**config.mk**
```make
export PLATFORM = sky130hd
export DESIGN_NAME = rtc_alarm_compare_and_countdown_ctrl
export DESIGN_NICKNAME = d
export VERILOG_FILES = /design/src/inc/rtc_alarm_pkg.sv /design/src/countdown_core.sv /design/src/rtc_alarm_compare_and_countdown_ctrl.sv
export VERILOG_INCLUDE_DIRS = /design/src /design/src/inc
export SDC_FILE = /design/constraint.sdc
export NUM_CORES = 1
export LEC_CHECK = 0
export BUFFER_PORTS_ARGS = -buffer_cell sky130_fd_sc_hd__clkbuf_2
export CELL_PAD_IN_SITES_DETAIL_PLACEMENT = 1
export CELL_PAD_IN_SITES_GLOBAL_PLACEMENT = 2
export CORE_UTILIZATION = 29
export CTS_BUF_LIST = sky130_fd_sc_hd__clkbuf_16
export DETAILED_ROUTE_END_ITERATION = 8
export PLACE_DENSITY = 0.83
export SYNTH_ARGS = -nofsm -noshare
export SYNTH_HDL_FRONTEND = slang
export SYNTH_SLANG_ARGS = --single-unit
```
**constraint.sdc**
```tcl
create_clock -name sys_clk_i -period 2.1 [get_ports sys_clk_i]
set_clock_uncertainty 0.15 [all_clocks]
set_input_delay 0.42 -clock sys_clk_i [delete_from_list [all_inputs] [get_ports sys_clk_i]]
set_output_delay 0.42 -clock sys_clk_i [all_outputs]
set_load 0.02 [all_outputs]
```
**src/inc/rtc_alarm_params.svh**
```systemverilog
// offsets, field positions, reset values and timing constants for the alarm and countdown block
// Summary of operation
// five alarm target bytes sit at 0x0b to 0x0f: second, minute, hour, day, weekday.
// bit 7 of each target disables its field when 1; reset value is 1.
// second and minute targets are BCD, tens in bits 6:4, units in 3:0.
// hour target: 12h uses bit 5 afternoon, bit 4 tens; 24h uses bits 5:4 tens.
// hour target layout follows the hour format bit of the first control register.
// day target is BCD, tens in bits 5:4, units 3:0, bit 6 reads 0.
// weekday target holds 0 to 6 in bits 2:0, bits 6:3 read 0.
// each enabled field is compared with its matching current time counter.
// when all enabled comparisons first match, the alarm flag is set.
// alarm flag stays set until software clears it; hardware never clears it.
// after clearing, only a new transition into a match sets the flag again.
// with alarm interrupt enable set, the interrupt pin follows the alarm flag.
// countdown value is 8-bit binary 0x00 to 0xff, reset value 0x00.
// countdown period is T divided by the selected source clock frequency.
// mode bits 4:3 pick 4096 Hz, 64 Hz, 1 Hz or 1/60 Hz; reset 11.
// mode bit 2 runs countdown, bit 1 enables its interrupt, bits 7:5 read 0.
// mode bit 0 at 0 makes the interrupt pin follow the countdown flag.
// mode bit 0 at 1 makes each countdown expiry a pulse on the pin.
// decrementing from 1 sets the countdown flag, reloads T and starts again.
// loading T of 0 stops the timer; 1 to 255 are valid lengths.
// countdown flag is cleared only by software, never by hardware.
// alarm match is evaluated on each one-second update after counters settle.
// interrupt pin asserts while either enabled source requests it.
`ifndef RTC_ALARM_PARAMS_SVH
`define RTC_ALARM_PARAMS_SVH

`define SEC_TGT_ADDR      8'h0b
`define MIN_TGT_ADDR      8'h0c
`define HOUR_TGT_ADDR     8'h0d
`define DAY_TGT_ADDR      8'h0e
`define WDAY_TGT_ADDR     8'h0f
`define CD_VALUE_ADDR     8'h10
`define CD_CTRL_ADDR      8'h11

`define FIELD_DIS_BIT     7
`define AFTERNOON_BIT     5

`define SEC_TGT_MASK      8'hff
`define HOUR_TGT_MASK     8'hbf
`define DAY_TGT_MASK      8'hbf
`define WDAY_TGT_MASK     8'h87
`define CD_CTRL_MASK      8'h1f

`define TGT_RESET         8'h80
`define CD_VALUE_RESET    8'h00
`define CD_CTRL_RESET     8'h18

`define CD_SRC_LSB        3
`define CD_RUN_BIT        2
`define CD_IRQ_EN_BIT     1
`define CD_PULSE_BIT      0

`define CD_RELOAD_COUNT   8'h01

`endif

```
**src/inc/rtc_alarm_pkg.sv**
```systemverilog
// types shared by the alarm compare and countdown block
package rtc_alarm_pkg;

  typedef enum logic [1:0] {
    SRC_4096HZ  = 2'b00,
    SRC_64HZ    = 2'b01,
    SRC_1HZ     = 2'b10,
    SRC_1_60HZ  = 2'b11
  } countdown_src_type;

  typedef struct packed {
    logic [7:0] count;
    logic       run_prev;
    logic       expire;
  } countdown_state_type;

  typedef struct packed {
    logic [7:0] sec_tgt;
    logic [7:0] min_tgt;
    logic [7:0] hour_tgt;
    logic [7:0] day_tgt;
    logic [7:0] wday_tgt;
    logic [7:0] cd_value;
    logic [7:0] cd_ctrl;
    logic       match_prev;
    logic       alarm_flag;
    logic       countdown_flag;
    logic       pulse_active;
    logic       int_n;
    logic [7:0] rd_data;
  } alarm_state_type;

endpackage : rtc_alarm_pkg

```
**src/countdown_core.sv**
```systemverilog
// countdown counter: loads, decrements on source ticks and reloads on expiry
`include "rtc_alarm_params.svh"

module countdown_core (
  input  wire logic       sys_clk_i,
  input  wire logic       reset_i,
  input  wire logic       src_tick_i,
  input  wire logic       run_i,
  input  wire logic [7:0] value_i,
  input  wire logic       load_i,
  output logic      [7:0] count_o,
  output logic            expire_o
);
  import rtc_alarm_pkg::*;

  countdown_state_type s_r;
  countdown_state_type s_nxt;

  always_comb begin
    s_nxt          = s_r;
    s_nxt.expire   = 1'b0;
    s_nxt.run_prev = run_i;
    if (load_i) begin
      // a new value takes effect at once
      s_nxt.count = value_i;
    end else if (run_i && !s_r.run_prev) begin
      s_nxt.count = value_i;
    end else if (run_i && (value_i != 8'h00) && src_tick_i) begin
      if (s_r.count == `CD_RELOAD_COUNT) begin
        s_nxt.count  = value_i;
        s_nxt.expire = 1'b1;
      end else if (s_r.count == 8'h00) begin
        s_nxt.count = value_i;
      end else begin
        s_nxt.count = s_r.count - 8'h01;
      end
    end
  end

  always_ff @(posedge sys_clk_i) begin
    if (reset_i) begin
      s_r <= '{count: `CD_VALUE_RESET, run_prev: 1'b0, expire: 1'b0};
    end else begin
      s_r <= s_nxt;
    end
  end

  assign count_o  = s_r.count;
  assign expire_o = s_r.expire;

endmodule : countdown_core

```
**src/rtc_alarm_compare_and_countdown_ctrl.sv**
```systemverilog
// alarm target registers, alarm comparison, countdown control and interrupt pin
`include "rtc_alarm_params.svh"

module rtc_alarm_compare_and_countdown_ctrl (
  input  wire logic       sys_clk_i,
  input  wire logic       reset_i,
  // register port from the serial slave
  input  wire logic [7:0] reg_addr_i,
  input  wire logic       reg_wr_i,
  input  wire logic [7:0] reg_wr_data_i,
  output logic      [7:0] reg_rd_data_o,
  // current time from the timekeeping counters
  input  wire logic       time_update_i,
  input  wire logic [7:0] cur_second_i,
  input  wire logic [7:0] cur_minute_i,
  input  wire logic [7:0] cur_hour_i,
  input  wire logic [7:0] cur_day_i,
  input  wire logic [7:0] cur_weekday_i,
  input  wire logic       hour_format_12h_i,
  // control bits held in the control registers
  input  wire logic       alarm_irq_enable_i,
  input  wire logic       alarm_flag_clr_i,
  input  wire logic       countdown_flag_clr_i,
  // source ticks from the oscillator divider chain
  input  wire logic       tick_4096hz_i,
  input  wire logic       tick_64hz_i,
  input  wire logic       tick_1hz_i,
  input  wire logic       tick_1_60hz_i,
  // status and pin
  output logic            alarm_flag_o,
  output logic            countdown_flag_o,
  output logic            irq_n_o
);
  import rtc_alarm_pkg::*;

  alarm_state_type   s_r;
  alarm_state_type   s_nxt;

  logic [7:0]        cd_count;
  logic              cd_expire;
  logic              cd_load;
  logic [7:0]        cd_value_nxt;
  logic              cd_src_tick;
  logic              pulse_end_tick;
  logic              all_match;
  logic              any_enabled;
  countdown_src_type cd_src;

  // field comparison: a disabled field always agrees
  function automatic logic field_match(
    input logic       disable_bit,
    input logic [7:0] target,
    input logic [7:0] current,
    input logic [7:0] mask
  );
    field_match = disable_bit || ((target & mask) == (current & mask));
  endfunction : field_match

  // hour layout as a normalised key: {afternoon, tens[1:0], units}
  function automatic logic [6:0] hour_key(
    input logic       is_12h,
    input logic [7:0] hour
  );
    if (is_12h) begin
      hour_key = {hour[`AFTERNOON_BIT], 1'b0, hour[4], hour[3:0]};
    end else begin
      hour_key = {1'b0, hour[5:4], hour[3:0]};
    end
  endfunction : hour_key

  // read value of a register at an address
  function automatic logic [7:0] reg_read(
    input alarm_state_type st,
    input logic [7:0]      addr,
    input logic [7:0]      count
  );
    case (addr)
      `SEC_TGT_ADDR:  reg_read = st.sec_tgt;
      `MIN_TGT_ADDR:  reg_read = st.min_tgt;
      `HOUR_TGT_ADDR: reg_read = st.hour_tgt;
      `DAY_TGT_ADDR:  reg_read = st.day_tgt;
      `WDAY_TGT_ADDR: reg_read = st.wday_tgt;
      `CD_VALUE_ADDR: reg_read = count;
      `CD_CTRL_ADDR:  reg_read = st.cd_ctrl;
      default:        reg_read = 8'h00;
    endcase
  endfunction : reg_read

  assign cd_src  = countdown_src_type'(s_r.cd_ctrl[`CD_SRC_LSB +: 2]);
  assign cd_load = reg_wr_i && (reg_addr_i == `CD_VALUE_ADDR);
  // the counter loads in the write cycle, so it must see the byte being written, not the old value
  assign cd_value_nxt = cd_load ? reg_wr_data_i : s_r.cd_value;

  // source clock choice and end of an interrupt pulse
  always_comb begin
    case (cd_src)
      SRC_4096HZ: begin
        cd_src_tick    = tick_4096hz_i;
        pulse_end_tick = tick_4096hz_i;
      end
      SRC_64HZ: begin
        cd_src_tick    = tick_64hz_i;
        pulse_end_tick = tick_64hz_i;
      end
      SRC_1HZ: begin
        cd_src_tick    = tick_1hz_i;
        pulse_end_tick = tick_64hz_i;
      end
      SRC_1_60HZ: begin
        cd_src_tick    = tick_1_60hz_i;
        pulse_end_tick = tick_64hz_i;
      end
      default: begin
        cd_src_tick    = 1'b0;
        pulse_end_tick = 1'b0;
      end
    endcase
  end

  countdown_core u_countdown (
    .sys_clk_i  (sys_clk_i),
    .reset_i    (reset_i),
    .src_tick_i (cd_src_tick),
    .run_i      (s_r.cd_ctrl[`CD_RUN_BIT]),
    .value_i    (cd_value_nxt),
    .load_i     (cd_load),
    .count_o    (cd_count),
    .expire_o   (cd_expire)
  );

  // comparison of every enabled field against the running time
  always_comb begin
    all_match = field_match(s_r.sec_tgt[`FIELD_DIS_BIT], s_r.sec_tgt, cur_second_i, 8'h7f)
             && field_match(s_r.min_tgt[`FIELD_DIS_BIT], s_r.min_tgt, cur_minute_i, 8'h7f)
             && field_match(s_r.hour_tgt[`FIELD_DIS_BIT],
                            {1'b0, hour_key(hour_format_12h_i, s_r.hour_tgt)},
                            {1'b0, hour_key(hour_format_12h_i, cur_hour_i)}, 8'h7f)
             && field_match(s_r.day_tgt[`FIELD_DIS_BIT], s_r.day_tgt, cur_day_i, 8'h3f)
             && field_match(s_r.wday_tgt[`FIELD_DIS_BIT], s_r.wday_tgt, cur_weekday_i, 8'h07);
    any_enabled = !(s_r.sec_tgt[`FIELD_DIS_BIT] && s_r.min_tgt[`FIELD_DIS_BIT]
                    && s_r.hour_tgt[`FIELD_DIS_BIT] && s_r.day_tgt[`FIELD_DIS_BIT]
                    && s_r.wday_tgt[`FIELD_DIS_BIT]);
  end

  always_comb begin
    s_nxt = s_r;

    // register writes, unused bits forced to zero
    if (reg_wr_i) begin
      case (reg_addr_i)
        `SEC_TGT_ADDR: begin
          s_nxt.sec_tgt = reg_wr_data_i & `SEC_TGT_MASK;
        end
        `MIN_TGT_ADDR: begin
          s_nxt.min_tgt = reg_wr_data_i & `SEC_TGT_MASK;
        end
        `HOUR_TGT_ADDR: begin
          s_nxt.hour_tgt = reg_wr_data_i & `HOUR_TGT_MASK;
        end
        `DAY_TGT_ADDR: begin
          s_nxt.day_tgt = reg_wr_data_i & `DAY_TGT_MASK;
        end
        `WDAY_TGT_ADDR: begin
          s_nxt.wday_tgt = reg_wr_data_i & `WDAY_TGT_MASK;
        end
        `CD_VALUE_ADDR: begin
          s_nxt.cd_value = reg_wr_data_i;
        end
        `CD_CTRL_ADDR: begin
          s_nxt.cd_ctrl = reg_wr_data_i & `CD_CTRL_MASK;
        end
        default: begin
          s_nxt.cd_ctrl = s_r.cd_ctrl;
        end
      endcase
    end

    // alarm: sampled once per second update, edge of the match sets the flag
    if (alarm_flag_clr_i) begin
      s_nxt.alarm_flag = 1'b0;
    end
    if (time_update_i) begin
      s_nxt.match_prev = all_match && any_enabled;
      if (all_match && any_enabled && !s_r.match_prev) begin
        s_nxt.alarm_flag = 1'b1;
      end
    end

    // countdown flag: only software clears it, a new expiry wins
    if (countdown_flag_clr_i) begin
      s_nxt.countdown_flag = 1'b0;
    end
    if (cd_expire) begin
      s_nxt.countdown_flag = 1'b1;
    end

    // pulse mode: a short pulse per expiry, independent of the flag
    if (pulse_end_tick) begin
      s_nxt.pulse_active = 1'b0;
    end
    if (cd_expire) begin
      s_nxt.pulse_active = 1'b1;
    end

    // interrupt pin, active low, either source may pull it
    s_nxt.int_n = !((alarm_irq_enable_i && s_nxt.alarm_flag)
                 || (s_nxt.cd_ctrl[`CD_IRQ_EN_BIT]
                     && (s_nxt.cd_ctrl[`CD_PULSE_BIT] ? s_nxt.pulse_active
                                                      : s_nxt.countdown_flag)));

    // registered read data, the countdown address returns the live count
    s_nxt.rd_data = reg_read(s_r, reg_addr_i, cd_count);
  end

  always_ff @(posedge sys_clk_i) begin
    if (reset_i) begin
      s_r.sec_tgt        <= `TGT_RESET;
      s_r.min_tgt        <= `TGT_RESET;
      s_r.hour_tgt       <= `TGT_RESET;
      s_r.day_tgt        <= `TGT_RESET;
      s_r.wday_tgt       <= `TGT_RESET;
      s_r.cd_value       <= `CD_VALUE_RESET;
      s_r.cd_ctrl        <= `CD_CTRL_RESET;
      s_r.match_prev     <= 1'b0;
      s_r.alarm_flag     <= 1'b0;
      s_r.countdown_flag <= 1'b0;
      s_r.pulse_active   <= 1'b0;
      s_r.int_n          <= 1'b1;
      s_r.rd_data        <= 8'h00;
    end else begin
      s_r <= s_nxt;
    end
  end

  assign reg_rd_data_o    = s_r.rd_data;
  assign alarm_flag_o     = s_r.alarm_flag;
  assign countdown_flag_o = s_r.countdown_flag;
  assign irq_n_o          = s_r.int_n;

endmodule : rtc_alarm_compare_and_countdown_ctrl

```
==> impl_metrics.yaml <==
outcome:
  status: "finished clean"
setup_path:
  r2r_setup_slack_ps: 50
  crit_family: "simple AND/OR/NAND/NOR gates"
  crit_type: "register to register"
  start_kind: "register"
  critical_path_required_ps: 2200
  crit_path_cell_trace: "xor2_1 > nor4_1 > a41oi_1 > or3_1 > o32ai_1"
  critPathArrivalTime_ps: 2150
  end_kind: "register"
  critPathSlowestCell: "or3_1"
  slowest_delay_ps: 460
  path_buf_inv: 0
  path_max_fanout: 3
worst_hold_path:
  hp-class: "input pin to register"
layout:
  stdcell_count: 705
  final_util_pct: 40.2
  final_cell_area_um2: 4850
  fill_cells: 1437
  seq_area_um2: 1400
  areaGrowthSynthToFinish_pct: 34.4
  diodes: 0
  drive_gt1_share_pct: 31.7
  nets: 602
  multi_input_area_um2: 2110
placed_design:
  place_hpwl_um: 9570
  io_buffers: 66
  placed_cells: 689
  gp_congestion: 0.838
  place_area_um2: 4490
sta:
  tightest_slew_ps: 665
  setup_viol: 0
  final_hold_viol_count: 0
  fin_crit_sh_pct: 97.5
  rsz0062_at_grt: "true"
  timing.fmax_ghz: 0.488
  slew_viol_final: 0
  slew_headroom_pct: 55.3
  min_period_ps: 2050
  whs_ps: 211
  fin_tns_setup_ps: 0
clocking:
  cts_tree: "yes"
  clkTransAtPathRegs_ps: 60
  ctsHoldBuffers: 0
  clockRootBuffer: "clkbuf_16"
  cts_max_path_buffers: 2
  cts_buffers: 9
  post_cts_buffers: 0
  ctsHtreeMaxLevel: 3
  insertion_delay_ps: 340
  cts_sinks: 70
drt:
  avgRoutedWirePerCell_um: 17.8
  route.detailed.drc: 0
  wirelength_um: 12600
  first_pass_iters: 6
  drt_iter0_drc: 243
  vias: 3653
  ant_nets: 0
  vias_per_cell: 5.18
pwr:
  max-vdd-ir-drop_mv: 0.393
  p_leak_nw: 2.13
  power_density_nw_per_um2: 641
yosys:
  syn-num-nets: 494
  ys_warn_count: 0
  async_flop_share_pct: 0
  ys_top_cells_by_area: "dfxtp_1 (39%), mux2i_1 (7.8%), nand2_1 (5.7%)"
  ys.flop_type: "dfxtp_1"
  synth_top_area_share_pct: 38.8
  netlist_area_um2: 3610
  yosysTopAreaCell: "dfxtp_1"
  synth-seq-cells: 70
  postSynthCellCount: 424
  synth_edf_count: 0
  avgSynthCellArea_um2: 8.51
  seq_area_frac_synth_pct: 38.8
  yosysUniqueCellTypes: 52
  synth_most_common_cell: "dfxtp_1"
  synth_common_cells: "dfxtp_1 (70), nand2_1 (55), nor2_1 (40)"
die:
  initial_core_util_pct: 29.9
  die_area_um2: 12900
  rows: 40
  chipWidth_um: 114
  ioPinCount: 79
  fp.dieH_um: 114
  fp.coreArea_um2: 12100
global_routing:
  grt_pass1_vias: 3675
  grt_use_total_pct: 20.3
  grt-ovfl-total: 0
  antenna_found_initial: 0
  grt_pass1_wl_um: 19700
  grt_max_degree: 35
job:
  maxCapViolCount: 0
worst paths after layout:
kind,start,endpoint,cells past startpoint
worst min register to register,alarm_flag_o,alarm_flag_o,2
worst max-delay path,s_r[65],s_r[12],5
worst max register to register,s_r[65],s_r[12],5
worst min-delay path,reg_wr_data_i[6],s_r[59],3
logic make-up after synthesis:
group	after synthesis	share of synthesized area (%)
compound gates	82	15.6
xor+xnor	33	8.01
fa+ha+maj	2	0.694
buf+inv	36	4.96
flops	70	38.8
mux	31	9.02
simple gates	170	22.9
what timing repair did:
item	CTS	global route
pin swaps	1	1
cloned	0	0
endpoints found under the hold margin	0	0
resized for setup	4	8
endpoints found under the setup margin	2	7
metal layers:
| metal | vias up | wire length (µm) | track usage [%] |
|---|---|---|---|
| met4 | 0 | 204 | 7.02 |
| met5 | - | 0 | 0 |
| met1 | 1796 | 5750 | 27.2 |
| met2 | 102 | 5840 | 32.7 |
| met3 | 13 | 781 | 3.93 |
| li1 | 1742 | - | - |
tightest hold or removal path: stages:
cell	delay, ps
clkbuf_2	110
nand3_1	70
a21oi_1	60
area by class of cell:
class / count / area share, %
clock inverters: 7 / 1.55
clock buffers: 9 / 4.65
inverters: 6 / 0.465
flip-flops and latches: 70 / 29.0
well taps: 168 / 4.34
multi-input cells: 318 / 43.5
repair buffers: 127 / 16.6
metrics by stage:
stage                     worst slack, ps  power, mW
after global routing                -5.37       3.21
after global placement               -222       1.59
after detailed placement             -254       1.59
final                                51.8       3.11
after CTS                            52.5       3.13
after floorplan                     -97.2       1.45
cells in the final DEF (no fill, tap or decap), types with 2 or more instances in the layout:
cell,count
a211o_1,3
a21oi_1,30
a222oi_1,4
a22oi_1,5
a311oi_1,6
a311oi_2,2
a31oi_1,7
and2_1,2
and3_1,4
and4_1,2
buf_4,59
clkbuf_16,9
clkbuf_2,66
clkinv_4,2
clkinvlp_4,3
dfxtp_1,68
dfxtp_2,2
ha_1,2
inv_1,5
mux2_2,2
mux2i_1,28
nand2_1,55
nand2b_1,2
nand3_1,22
nand3b_1,2
nand4_1,6
nor2_1,40
nor2b_1,6
nor3_1,5
nor4_1,7
nor4_2,4
o211ai_1,4
o21ai_0,6
o31ai_1,3
or2_2,2
or4_4,2
xnor2_1,12
xor2_1,21
power by group:
part	switching [mW]	internal (mW)	leakage (nW)	total, mW
logic	0.136	0.101	1.42	0.237
registers	0.00196	1.33	0.565	1.33
clock network	0.618	0.920	0.138	1.54
total	0.755	2.35	2.13	3.11
sequential cells by signal, indices dropped and copies added, names as in the netlist:
register              flops
reg_rd_data_o             8
cd_src                    2
irq_n_o                   1
countdown_flag_o          1
s_r                      47
alarm_flag_o              1
u_countdown.expire_o      1
u_countdown.count_o       8
u_countdown.s_r           1
(Power assumes the default switching activity.)
